$ cat src/verilog/fwsc_pkg.sv
package fwsc_pkg;

  // ****************************************
  // Address map
  // ****************************************
  localparam logic [15:0] FWSC_FLASH_BASE = 16'hc000;
  localparam logic [15:0] FWSC_FLASH_LAST = 16'hffff;
  localparam int FWSC_FLASH_BYTES = 16384;
  localparam int FWSC_FLASH_AW = 14;
  localparam int FWSC_CMD_AW = 12;
  localparam logic [15:0] FWSC_SEC_ADDR = 16'hff7f;

  // ****************************************
  // Key field
  // ****************************************
  localparam int FWSC_KEY_W = 4;
  localparam logic [3:0] FWSC_KEY_UNLOCK = 4'h3;
  localparam logic [3:0] FWSC_KEY_LOCK = 4'hc;
  localparam logic [3:0] FWSC_KEY_RESET = FWSC_KEY_LOCK;

  // ****************************************
  // Command sequence codes
  // ****************************************
  localparam logic [11:0] FWSC_A_555 = 12'h555;
  localparam logic [11:0] FWSC_A_AAA = 12'haaa;
  localparam logic [7:0] FWSC_D_AA = 8'haa;
  localparam logic [7:0] FWSC_D_55 = 8'h55;
  localparam logic [7:0] FWSC_D_PROG = 8'ha0;
  localparam logic [7:0] FWSC_D_ERASE = 8'h80;
  localparam logic [7:0] FWSC_D_ID = 8'h90;
  localparam logic [7:0] FWSC_D_EXIT = 8'hf0;
  localparam logic [7:0] FWSC_D_SEC = 8'ha5;
  localparam logic [7:0] FWSC_D_SECT = 8'h30;
  localparam logic [7:0] FWSC_D_CHIP = 8'h10;
  localparam logic [7:0] FWSC_D_SECDAT = 8'h00;

  typedef enum logic [2:0] {
    FWSC_CMD_PROG = 3'h1,
    FWSC_CMD_SECT = 3'h2,
    FWSC_CMD_CHIP = 3'h3,
    FWSC_CMD_ID_IN = 3'h4,
    FWSC_CMD_ID_OUT = 3'h5,
    FWSC_CMD_SEC = 3'h6
  } fwsc_cmd_t;

  // ****************************************
  // Operating and boot modes
  // ****************************************
  typedef enum logic [3:0] {
    FWSC_PM_NORMAL1 = 4'h0,
    FWSC_PM_NORMAL2 = 4'h1,
    FWSC_PM_SLOW1 = 4'h2,
    FWSC_PM_SLOW2 = 4'h3,
    FWSC_PM_IDLE0 = 4'h4,
    FWSC_PM_IDLE1 = 4'h5,
    FWSC_PM_IDLE2 = 4'h6,
    FWSC_PM_SLEEP0 = 4'h7,
    FWSC_PM_SLEEP1 = 4'h8,
    FWSC_PM_SLEEP2 = 4'h9,
    FWSC_PM_STOP = 4'ha
  } fwsc_pm_t;

  localparam logic [1:0] FWSC_BOOT_MCU = 2'h0;
  localparam logic [1:0] FWSC_BOOT_SERIAL = 2'h1;
  localparam logic [1:0] FWSC_BOOT_PARALLEL = 2'h2;

endpackage

$ cat src/verilog/fwsc_ctrl.sv
`timescale 1ns/1ps
module fwsc_ctrl import fwsc_pkg::*; #(
  parameter int KEY_W = FWSC_KEY_W
) (
  input wire logic mclk, // System clock, 20 MHz
  input wire logic rstn, // Async reset, active low
  input wire logic [1:0] boot_mode_pin, // Boot mode straps from pins
  input wire logic [3:0] pwr_mode, // Current operating mode
  input wire logic key_wr, // Write strobe to key field
  input wire logic [KEY_W-1:0] key_wdata, // Key write data
  input wire logic stb_wr, // Write strobe to standby bit
  input wire logic stb_wdata, // Standby write data
  input wire logic fetch_in_ram, // Current instruction came from RAM
  input wire logic irq_req, // Interrupt accepted this cycle
  input wire logic acc_valid, // CPU memory access
  input wire logic acc_we, // Access is a write
  input wire logic [15:0] acc_addr, // Access address
  input wire logic [7:0] acc_wdata, // Access write data
  output logic [KEY_W-1:0] command_enable_key, // Key readback
  output logic flash_standby_bit, // Standby bit readback
  output logic flash_pwr_cut, // Cut flash steady-state current
  output logic vector_fetch_ok, // Flash awake for vector fetch
  output logic flash_sel, // Registered flash select pulse
  output logic flash_we, // Registered write qualifier
  output logic [13:0] flash_addr, // Registered flash byte offset
  output logic cmd_valid, // Command accepted pulse
  output fwsc_cmd_t cmd_code, // Accepted command
  output logic [15:0] cmd_addr, // Command target address
  output logic [7:0] cmd_data // Command data
);

  if (KEY_W != FWSC_KEY_W) begin : g_bad_key_w
    $error("fwsc_ctrl: key field must be 4 bits");
  end

  // ****************************************
  // Decoding helpers
  // ****************************************
  function automatic logic in_flash(input logic [15:0] a);
    in_flash = (a >= FWSC_FLASH_BASE) && (a <= FWSC_FLASH_LAST);
  endfunction

  function automatic logic is_low_power(input logic [3:0] m);
    is_low_power = (m >= FWSC_PM_IDLE0) && (m <= FWSC_PM_STOP);
  endfunction

  // ****************************************
  // Boot mode straps
  // ****************************************
  logic [1:0] boot_mode;
  logic reg_active;

  fwsc_sync #(
    .W(2)
  ) u_boot_sync (
    .mclk(mclk),
    .rstn(rstn),
    .din(boot_mode_pin),
    .dout(boot_mode)
  );

  // Parallel PROM programming bypasses the key register and command sequencer; standby and flash select keep running
  assign reg_active = (boot_mode == FWSC_BOOT_MCU) || (boot_mode == FWSC_BOOT_SERIAL);

  // ****************************************
  // Command enable key
  // ****************************************
  logic [KEY_W-1:0] key_reg;
  logic cmd_en;

  always_ff @(posedge mclk or negedge rstn) begin
    if (!rstn) begin
      key_reg <= FWSC_KEY_RESET;
    end else if (key_wr && reg_active) begin
      key_reg <= key_wdata;
    end
  end

  // Only the exact pattern unlocks; a corrupted write stays safe
  assign cmd_en = reg_active && (key_reg == FWSC_KEY_UNLOCK);
  assign command_enable_key = key_reg;

  // ****************************************
  // Flash access path
  // ****************************************
  logic flash_hit;

  assign flash_hit = acc_valid && in_flash(acc_addr);

  always_ff @(posedge mclk or negedge rstn) begin
    if (!rstn) begin
      flash_sel <= 1'b0;
      flash_we <= 1'b0;
      flash_addr <= 14'h0000;
    end else begin
      flash_sel <= flash_hit;
      flash_we <= flash_hit && acc_we;
      if (flash_hit) flash_addr <= acc_addr[FWSC_FLASH_AW-1:0];
    end
  end

  fwsc_cmd_seq u_cmd_seq (
    .mclk(mclk),
    .rstn(rstn),
    .enable(cmd_en),
    .wr_valid(flash_hit && acc_we),
    .wr_addr(acc_addr),
    .wr_data(acc_wdata),
    .cmd_valid(cmd_valid),
    .cmd_code(cmd_code),
    .cmd_addr(cmd_addr),
    .cmd_data(cmd_data)
  );

  // ****************************************
  // Flash standby
  // ****************************************
  logic stb_reg;
  logic lp_reg;
  logic lp_enter;
  logic run_mode;
  logic stb_clear;
  logic stb_set;

  always_ff @(posedge mclk or negedge rstn) begin
    if (!rstn) lp_reg <= 1'b0;
    else lp_reg <= is_low_power(pwr_mode);
  end

  assign lp_enter = is_low_power(pwr_mode) && !lp_reg;
  assign run_mode = !is_low_power(pwr_mode);

  // A set made by code fetched from flash is dropped
  assign stb_set = stb_wr && stb_wdata && fetch_in_ram && run_mode;
  // Clear beats set: the flash must be awake whenever it is touched
  assign stb_clear = (stb_wr && !stb_wdata) || flash_hit
    || irq_req
    || lp_enter;

  always_ff @(posedge mclk or negedge rstn) begin
    if (!rstn) begin
      stb_reg <= 1'b0;
    end else if (stb_clear) begin
      stb_reg <= 1'b0;
    end else if (stb_set) begin
      stb_reg <= 1'b1;
    end
  end

  assign flash_standby_bit = stb_reg;
  // Vector fetch waits one cycle for the wake-up to land
  assign vector_fetch_ok = !stb_reg;

  always_ff @(posedge mclk or negedge rstn) begin
    if (!rstn) flash_pwr_cut <= 1'b0;
    else flash_pwr_cut <= is_low_power(pwr_mode)
      || (stb_reg && run_mode && !stb_clear);
  end

endmodule // fwsc_ctrl

$ cat src/verilog/fwsc_sync.sv
`timescale 1ns/1ps
module fwsc_sync import fwsc_pkg::*; #(
  parameter int W = 2
) (
  input wire logic mclk, // System clock
  input wire logic rstn, // Async reset, active low
  input wire logic [W-1:0] din, // Asynchronous level
  output logic [W-1:0] dout // Filtered level
);
  logic [W-1:0] s1_reg;
  logic [W-1:0] s2_reg;
  logic [W-1:0] s3_reg;

  if (W < 1) begin : g_bad_width
    $error("fwsc_sync: W must be at least 1");
  end

  always_ff @(posedge mclk or negedge rstn) begin
    if (!rstn) begin
      s1_reg <= '0;
      s2_reg <= '0;
      s3_reg <= '0;
    end else begin
      s1_reg <= din;
      s2_reg <= s1_reg;
      s3_reg <= s2_reg;
    end
  end

  // A bit moves only once stages two and three agree
  genvar i;
  generate
    for (i = 0; i < W; i++) begin : g_bit
      always_ff @(posedge mclk or negedge rstn) begin
        if (!rstn) begin
          dout[i] <= 1'b0;
        end else if (s2_reg[i] == s3_reg[i]) begin
          dout[i] <= s3_reg[i];
        end
      end
    end
  endgenerate
endmodule // fwsc_sync

$ cat src/verilog/fwsc_cmd_seq.sv
`timescale 1ns/1ps
module fwsc_cmd_seq import fwsc_pkg::*; (
  input wire logic mclk, // System clock
  input wire logic rstn, // Async reset, active low
  input wire logic enable, // Command execution allowed
  input wire logic wr_valid, // Write cycle into flash space
  input wire logic [15:0] wr_addr, // Write address
  input wire logic [7:0] wr_data, // Write data
  output logic cmd_valid, // One-cycle command pulse
  output fwsc_cmd_t cmd_code, // Recognised command
  output logic [15:0] cmd_addr, // Target address of command
  output logic [7:0] cmd_data // Data of command
);
  typedef enum logic [3:0] {
    S_IDLE = 4'b0000,
    S_UL1 = 4'b0001,
    S_UL2 = 4'b0011,
    S_PROG = 4'b0010,
    S_ER3 = 4'b0110,
    S_ER4 = 4'b0111,
    S_ER5 = 4'b0101,
    S_SEC = 4'b0100
  } fwsc_seq_t;

  fwsc_seq_t state_reg;
  fwsc_seq_t state_next;
  logic hit_next;
  fwsc_cmd_t code_next;
  logic [11:0] a12;

  assign a12 = wr_addr[FWSC_CMD_AW-1:0];

  always_comb begin
    state_next = state_reg;
    hit_next = 1'b0;
    code_next = FWSC_CMD_PROG;
    if (wr_valid) begin
      state_next = S_IDLE;
      unique case (state_reg)
        S_IDLE: begin
          if (a12 == FWSC_A_555 && wr_data == FWSC_D_AA) state_next = S_UL1;
          else if (wr_data == FWSC_D_EXIT) begin
            hit_next = 1'b1;
            code_next = FWSC_CMD_ID_OUT;
          end
        end
        S_UL1: begin
          if (a12 == FWSC_A_AAA && wr_data == FWSC_D_55) state_next = S_UL2;
        end
        S_UL2: begin
          if (a12 == FWSC_A_555) begin
            unique case (wr_data)
              FWSC_D_PROG: state_next = S_PROG;
              FWSC_D_ERASE: state_next = S_ER3;
              FWSC_D_SEC: state_next = S_SEC;
              FWSC_D_ID: begin
                hit_next = 1'b1;
                code_next = FWSC_CMD_ID_IN;
              end
              FWSC_D_EXIT: begin
                hit_next = 1'b1;
                code_next = FWSC_CMD_ID_OUT;
              end
              default: state_next = S_IDLE;
            endcase
          end
        end
        S_PROG: begin
          hit_next = 1'b1;
          code_next = FWSC_CMD_PROG;
        end
        S_ER3: begin
          if (a12 == FWSC_A_555 && wr_data == FWSC_D_AA) state_next = S_ER4;
        end
        S_ER4: begin
          if (a12 == FWSC_A_AAA && wr_data == FWSC_D_55) state_next = S_ER5;
        end
        S_ER5: begin
          if (wr_data == FWSC_D_SECT) begin
            hit_next = 1'b1;
            code_next = FWSC_CMD_SECT;
          end else if (a12 == FWSC_A_555 && wr_data == FWSC_D_CHIP) begin
            hit_next = 1'b1;
            code_next = FWSC_CMD_CHIP;
          end
        end
        S_SEC: begin
          if (wr_addr == FWSC_SEC_ADDR && wr_data == FWSC_D_SECDAT) begin
            hit_next = 1'b1;
            code_next = FWSC_CMD_SEC;
          end
        end
        default: state_next = S_IDLE;
      endcase
    end
    // Locked key aborts any partial sequence
    if (!enable) begin
      state_next = S_IDLE;
      hit_next = 1'b0;
    end
  end

  always_ff @(posedge mclk or negedge rstn) begin
    if (!rstn) state_reg <= S_IDLE;
    else state_reg <= state_next;
  end

  always_ff @(posedge mclk or negedge rstn) begin
    if (!rstn) begin
      cmd_valid <= 1'b0;
      cmd_code <= FWSC_CMD_PROG;
      cmd_addr <= 16'h0000;
      cmd_data <= 8'h00;
    end else begin
      cmd_valid <= hit_next;
      if (hit_next) begin
        cmd_code <= code_next;
        cmd_addr <= wr_addr;
        cmd_data <= wr_data;
      end
    end
  end
endmodule // fwsc_cmd_seq

$ cat config.mk
export PLATFORM = sky130hd
export DESIGN_NAME = fwsc_ctrl
export DESIGN_NICKNAME = d
export VERILOG_FILES = /design/src/verilog/fwsc_pkg.sv /design/src/verilog/fwsc_ctrl.sv /design/src/verilog/fwsc_sync.sv /design/src/verilog/fwsc_cmd_seq.sv
export SDC_FILE = /design/constraint.sdc
export NUM_CORES = 1
export LEC_CHECK = 0
export ABC_CLOCK_PERIOD_IN_PS = 2250
export BUFFER_PORTS_ARGS = -buffer_cell sky130_fd_sc_hd__buf_2
export CAP_MARGIN = 20
export CORE_UTILIZATION = 49
export DETAILED_ROUTE_END_ITERATION = 16
export PLACE_DENSITY = 0.79
export SYNTH_ARGS = -nofsm -noshare
export SYNTH_HDL_FRONTEND = slang
export SYNTH_SLANG_ARGS = --single-unit
$ cat constraint.sdc
create_clock -name mclk -period 2.25 [get_ports mclk]
set_input_delay 0.3375 -clock mclk [delete_from_list [all_inputs] [get_ports mclk]]
set_output_delay 0.3375 -clock mclk [all_outputs]
set_load 0.005 [all_outputs]
# == Word-level counts from Yosys, hierarchy flattened ==
# Index checks and enable logic that the tools add are counted.
# totals
reg_bits,63
inputBits,43
output_inout_bits,51
# op_classes
magnitude_cmp,4
n_eq_ne,24
n_mux,30
n_reduce_logical,32
# op_table
op,n
"8-bit equality test, second input constant",6
3-bit 2-to-1 mux,8
4-bit case mux with 5 select lines,1
1-bit logical AND,17
"16-bit equality test, second input constant",1
"4-bit by 3-bit equality test with 1-bit output, second input constant",4
"16-bit >= comparator, second input constant",1
"16-bit <= comparator, second input constant",1
"12-bit by 11-bit equality test with 1-bit output, second input constant",1
"12-bit equality test, second input constant",1
"4-bit by 2-bit equality test with 1-bit output, second input constant",3
1-bit 2-to-1 mux,12
4-bit 2-to-1 mux,3
3-bit case mux with 4 select lines,1
3-bit case mux with 3 select lines,1
"8-bit by 5-bit equality test with 1-bit output, second input constant",1
"8-bit by 6-bit equality test with 1-bit output, second input constant",1
"8-bit by 7-bit equality test with 1-bit output, second input constant",1
8-bit zero test,1
3-bit case mux with 2 select lines,1
1-bit zero test,5
1-bit logical OR,5
1-bit case mux with 5 select lines,1
"4-bit by 1-bit equality test with 1-bit output, second input constant",1
10 further kinds,12

# == Longest topological paths before layout ==
# Gate-level depths: netlist of the first run.
# depth
ltp_word,9
depth_mapped,9

# == Hierarchy ==
# From an unflattened synthesis of the first run, not the netlist that was laid out.
# unflattened
hier_cells,230
area_unflattened_um2,2793.9
# modules_own_cells
mod,instances,cells_each,area_each_um2,seq_area_each_um2
fwsc_cmd_seq,1,133,1662.8,777.0
fwsc_ctrl,1,87,908.4,578.1
fwsc_sync,1,10,222.7,200.2

# == Worst setup path after synthesis of the first run ==
# OpenSTA, ideal clock, no wires.
# synth_timing
kind,flip-flop to flip-flop
start,register u_cmd_seq.state_reg[2]
end,register u_cmd_seq.cmd_addr[10]
t_arrival_ps,1827
path_slack_ps,297
path_stages_with_launch,8
path_buffers,2
period_less_slack_ps,1953
cell_sequence,dfrtp_1 clkbuf_1 inv_1 nor2_1 a311o_2 o21ai_4 buf_6 mux2_4
# synth_via
elab_chain_cells,4
elab_cells_between_ends,8
# synth_rtl
item,line,source
start: declaration,fwsc_cmd_seq.sv:25,fwsc_seq_t state_reg;
start signal: assignment,fwsc_cmd_seq.sv:105,else state_reg <= state_next;
"4-bit by 3-bit equality test with 1-bit output, or another cell as far along",fwsc_cmd_seq.sv:39,unique case (state_reg)
1-bit case mux with 5 select lines *,fwsc_cmd_seq.sv:39,
1-bit 2-to-1 mux *,fwsc_cmd_seq.sv:37,if (wr_valid) begin
1-bit 2-to-1 mux *,fwsc_cmd_seq.sv:97,if (!enable) begin
end signal: assignment,fwsc_cmd_seq.sv:118,cmd_addr <= wr_addr;
end: declaration,fwsc_cmd_seq.sv:11,"output logic [15:0] cmd_addr,"
# Every way passes the cells marked *; elsewhere a longest branch is shown, timed or not.
# A chain may end at the register's enable or synchronous reset.

# == Worst setup path after layout of the first run ==
# layout_timing
start,register u_cmd_seq.state_reg[0]
end,register u_cmd_seq.cmd_addr[1]
# Same word-level chain as after synthesis.

==> impl_metrics.yaml, run 1 <==
logic_synthesis:
  synth_cell_types: 45
  syn_area_sq_um: 2650
  synth_top_cell_area_share_pct: 52.0
  yosysWarnings: 0
  syn_avg_cell_area_sq_um: 11.2
  synth_edf_count: 0
  synthTopCellsByArea: "dfrtp_1 (52%), mux2_4 (9.1%), nand2_1 (8.8%), dfstp_2 (3.0%), mux2_1 (2.6%)"
  synth.largest_area_cell: "dfrtp_1"
  syn_nets: 280
  ys_seq_area_share_pct: 55.0
  synth-main-ff-cell: "dfrtp_1"
  syn_inst: 237
  synth-seq-cells: 58
  synth-async-reset-ratio_pct: 100
clocking:
  cts_setup_buffers: 0
  cts.path.max_buffers: 2
  clkTransAtPathRegs_ns: 0.07
  cts_resized: 0
  cts-hold-fix-buffers: 0
  root_buffer: "clkbuf_8"
  clkLatencyLatePin_ns: 0.34
  cts-buffers-inserted: 9
  numClockSinks: 58
  tritoncts: "done"
  h-tree-depth: 3
power:
  pwr-share-comb_pct: 11.0
  power.density_nw_per_um2: 680
  p_total_mw: 2.38
  switching_share_pct: 24.4
  clkPwrFrac_pct: 40.9
  switchingPower_mw: 0.582
  p_int_mw: 1.80
  p_leak_nw: 1.92
  pwr-share-seq_pct: 48.1
  max-vdd-ir-drop_uv: 509
floorplan:
  io_pins: 94
  core_sq_um: 5140
  die_h_um: 75.5
  dieArea_sq_um: 5700
  die_x_um: 75.5
  initial_utilization_pct: 51.5
  num_rows: 26
drt:
  route.detailed.wl_per_inst_um: 15.1
  viasPerCell: 5.25
  route.met3.wl_um: 322
  top_layer: "met4"
  first_pass_iters: 4
  wl_met2_um: 3060
  dr_total_vias: 2226
  drt_iter0_markers: 113
  drtAntennaViolNets: 0
  finalWirelength_um: 6400
  wl_met1_um: 2900
  drc: 0
grt:
  first_global_vias: 2259
  globalRoute.totalOverflow: 0
  grtUsageTotal_pct: 25.5
  grt_max_degree: 29
  grt_pass1_wl_um: 10600
  antenna_found_initial: 0
critical_path:
  start_kind: "flip-flop"
  path_max_fanout: 13
  critPathKind: "flip-flop to flip-flop"
  required_ns: 2.47
  rrSetupSlack_ns: 0.26
  max_stage_delay_ns: 0.48
  critical_path.slowest_cell: "dfrtp_1"
  critPathArrivalTime_ns: 2.21
  crit_chain: "or3_1 > nor4_1 > a311o_2 > o21ai_4 > buf_12 > mux2_1"
  worstSetupEndpointType: "flip-flop"
timing:
  setup_viol: 0
  setup_tns_ns: 0
  drv_slew: 0
  clock_skew_ns: 0.0107
  slew_headroom_pct: 58.9
  max_freq_mhz: 502
  fin_ws_ns: 0.259
  hold_violations: 0
  worst_pin_slew_ns: 0.617
  fin_crit_ns: 1.99
  rsz0062_at_grt: "no"
  post-route-period-util_pct: 88.5
final_layout:
  top_register: "u_cmd_seq.cmd_addr"
  final_common_cell: "buf_2"
  antenna_cells: 0
  fin_util_pct: 68.2
  largest_reg_flops: 16
  reg.largest.list: "u_cmd_seq.cmd_addr (16), flash_addr (14), u_cmd_seq.cmd_data (8)"
  final_cell_mix: "buf_2 (92), nand2_1 (62), dfrtp_1 (55), mux2_4 (16), buf_4 (14)"
  n_fill_cell: 442
  final_nets: 392
  multi_input_comb_area_sq_um: 1120
  syn2layout_area_growth_pct: 32.4
  final_layout_size_suffix_gt1_share_pct: 43.8
  seqCellArea_sq_um: 1460
worst_hold_path:
  worst_hold_path_type: "input pin to asynchronous set/reset pin"
place:
  dp_worst_setup_slack_ns: 0.0545
  dpl.hpwl_um: 4800
  io_buffer_count: 92
  gp_congestion: 0.866
job:
  drv_cap: 0
outcome:
  outcome: "finished clean"
cells by family after synthesis:
logic type | count (synthesis) | share of synthesized area (%)
simple gates | 113 | 21.2
flops | 58 | 55.0
mux | 27 | 13.7
compound gates | 22 | 6.67
buf+inv | 15 | 2.69
xor+xnor | 1 | 0.331
fa+ha+maj | 1 | 0.378
path summary, 6_finish.rpt:
| check | start | endpoint | depth (start not counted) |
|---|---|---|---|
| max | u_cmd_seq.state_reg[0]$_DFFE_PN0P_ | u_cmd_seq.cmd_addr[1]$_DFFE_PN0P_ | 6 |
| min | rstn | flash_addr[11]$_DFFE_PN0P_ | 1 |
| max reg2reg | u_cmd_seq.state_reg[0]$_DFFE_PN0P_ | u_cmd_seq.cmd_addr[1]$_DFFE_PN0P_ | 6 |
| min reg2reg | u_boot_sync.s1_reg[1]$_DFF_PN0_ | u_boot_sync.s2_reg[1]$_DFF_PN0_ | 0 |
| max in group asynchronous | rstn | command_enable_key[2]$_DFFE_PN1P_ | 2 |
| min in group mclk | boot_mode_pin[1] | u_boot_sync.s1_reg[1]$_DFF_PN0_ | 1 |
layout make-up:
class	count	area share (%)
tap	70	2.50
multi-input combinational	164	32.0
inverter	8	0.857
clock inverter	4	1.43
timing repair buffer	108	17.3
clock buffer	12	4.43
sequential	58	41.5
power groups by stage:
| stage | Combinational (mW) | Sequential (mW) | Clock [mW] |
|---|---|---|---|
| after floorplan | 0.0839 | 1.17 | 0 |
| after global placement | 0.254 | 1.16 | 0 |
| after detailed placement | 0.264 | 1.16 | 0 |
| after CTS | 0.264 | 1.15 | 0.996 |
| after global routing | 0.292 | 1.16 | 1.04 |
| final | 0.262 | 1.15 | 0.976 |
synthesized netlist by cell type, types with 3 or more instances:
master / number
a21oi_1: 3
nor4_1: 5
mux2_2: 4
clkbuf_1: 4
dfrtp_1: 55
nor3_1: 6
nor2b_1: 3
dfstp_2: 3
mux2_4: 16
mux2_1: 6
nor2_1: 9
inv_1: 6
nand2_1: 62
o21a_1: 3
and3_1: 5
nand3_1: 5
nand4_1: 4
nand2b_1: 3
metal layers:
| metal | vias to the layer above | track usage (%) |
|---|---|---|
| li1 | 1054 | - |
| met2 | 83 | 41.3 |
| met1 | 1076 | 33.2 |
| met3 | 13 | 4.89 |
| met5 | - | 0 |
| met4 | 0 | 12.6 |
worst max-delay path, delay by kind of cell (launching register included):
kind,cells,cell delay [ns]
simple gates,2,0.64
compound gates,2,0.27
mux,1,0.31
buf+inv,1,0.17
flops,1,0.48
metrics by stage:
step	hold WS, ns	std cells	instance area [sq um]
4_1_cts	0.0120	424	3500
2_1_floorplan	0.0419	237	2650
6_report	0.00103	424	3500
5_1_grt	0.0416	424	3500
3_5_place_dp	0.337	408	3300
3_3_place_gp	0.335	408	3300
No activity file was read; power rests on OpenSTA's default activity.
==> inputs of run 2 (changes only) <==
Settings changed: CORE_UTILIZATION 49 to 50, SYNTH_HIERARCHICAL from default to 1.
==> impl_metrics.yaml, run 2 <==
clocking:
  root_buffer: "clkbuf_8"
  cts.path.max_buffers: 2
  cts-buffers-inserted: 9
  tritoncts: "done"
  clkLatencyLatePin_ns: 0.33
  numClockSinks: 58
  h-tree-depth: 3
  clkTransAtPathRegs_ns: 0.06
grt:
  grt_max_degree: 36
  antenna_found_initial: 0
  grtUsageTotal_pct: 24.4
  first_global_vias: 2203
  grt_pass1_wl_um: 9860
  globalRoute.totalOverflow: 0
place:
  placed_area_sq_um: 3370
  gp_congestion: 0.885
  dp_worst_setup_slack_ns: -0.342
  dpl.hpwl_um: 4670
  dp_cells: 404
  io_buffer_count: 92
drt:
  first_pass_iters: 4
  drc: 0
  route.detailed.wl_per_inst_um: 15.9
  drt_iter0_markers: 180
  viasPerCell: 5.33
  drtAntennaViolNets: 0
  finalWirelength_um: 6790
  dr_total_vias: 2276
worst_hold_path:
  worst_hold_path_type: "input pin to flip-flop"
  holdPathStages: 1
final_layout:
  syn2layout_area_growth_pct: 38.6
  fin_util_pct: 72.3
  antenna_cells: 0
  reg.largest.list: "u_cmd_seq/cmd_addr (16), flash_addr (14), u_cmd_seq/cmd_data (8)"
  final_common_cell: "buf_2"
  top_register: "u_cmd_seq/cmd_addr"
  largest_reg_flops: 16
  fin_cells: 427
  final_nets: 395
  final_area_sq_um: 3720
  final_layout_size_suffix_gt1_share_pct: 51.0
  final_cell_mix: "buf_2 (92), dfrtp_1 (54), nand2_1 (52), buf_4 (24), mux2_4 (19)"
timing:
  post-route-period-util_pct: 99.5
  drv_slew: 0
  setup_tns_ns: 0
  slew_headroom_pct: 62.9
  fin_ws_ns: 0.0114
  holdWs_ns: 0.105
  clock_skew_ns: 0.00480
  hold_violations: 0
  max_freq_mhz: 447
  fin_crit_ns: 2.24
  setup_viol: 0
  worst_pin_slew_ns: 0.556
floorplan:
  initial_utilization_pct: 52.2
  die_x_um: 75.2
  io_pins: 94
  dieArea_sq_um: 5660
  die_h_um: 75.2
  num_rows: 26
  core_sq_um: 5140
critical_path:
  critical_path.slowest_cell: "or4_4"
  critPathArrivalTime_ns: 2.46
  rrSetupSlack_ns: 0.06
  critPathKind: "input pin to flip-flop"
  reg2reg_depth: 8
  start_kind: "input pin"
  crit_chain: "buf_2 > or4_4 > nor4b_2 > nand4_1 > and3_4 > a21oi_4 > buf_4 > clkbuf_16 > mux2_2"
  required_ns: 2.47
  worstSetupEndpointType: "flip-flop"
  path_max_fanout: 6
  max_stage_delay_ns: 0.59
logic_synthesis:
  syn_inst: 225
  syn_avg_cell_area_sq_um: 11.9
  syn_area_sq_um: 2680
  yosysWarnings: 6
  syn_nets: 268
power:
  max-vdd-ir-drop_uv: 610
  p_total_mw: 2.55
  p_leak_nw: 1.91
  power.density_nw_per_um2: 685
outcome:
  outcome: "finished clean"
job:
  drv_cap: 0
-- run 2: timing repair --
action,in CTS,in global routing
endpoints found under the hold margin,16,0
gates resized for setup,0,3
endpoints found under the setup margin,0,8
buffers inserted,0,3
hold buffers,1,0
-- run 2: final timing paths --
kind	startpoint	endpoint
setup / recovery	acc_addr[1]	u_cmd_seq/cmd_addr[6]$_DFFE_PN0P_
max in group asynchronous	rstn	u_cmd_seq/cmd_addr[3]$_DFFE_PN0P_
setup reg to reg	u_cmd_seq/state_reg[2]$_DFFE_PN0P_	u_cmd_seq/cmd_addr[6]$_DFFE_PN0P_
hold / removal	boot_mode_pin[1]	u_boot_sync/s1_reg[1]$_DFF_PN0_
min in group asynchronous	rstn	u_cmd_seq/cmd_addr[13]$_DFFE_PN0P_
hold reg to reg	u_boot_sync/s1_reg[1]$_DFF_PN0_	u_boot_sync/s2_reg[1]$_DFF_PN0_
-- run 2: critical path: cells and delay by family --
kind,cells,cell delay (ns)
and+or+nand+nor,4,1.26
buffers and inverters,3,0.40
muxes,1,0.32
AOI/OAI and AO/OA,1,0.15
-- run 2: final cells by class --
class                           instances  area (sq um)
Inverter                                5          21.3
Tap cell                               70          87.6
Timing Repair Buffer                  122           752
Fill cell                             397          1420
Clock inverter                          5           103
Clock buffer                           11           131
Sequential cell                        58          1460
Multi-Input combinational cell        156          1170
-- run 2: per-layer routing --
metal | routed length (um) | global-route usage [%]
met5 | 0 | 0
met4 | 157 | 11.1
met3 | 385 | 6.83
met2 | 3460 | 39.9
met1 | 2790 | 30.3
-- run 2: power by group --
| part | switching [mW] | internal [mW] |
|---|---|---|
| clock | 0.396 | 0.734 |
| combinational | 0.138 | 0.131 |
| sequential | 0.0339 | 1.11 |
| total | 0.568 | 1.98 |
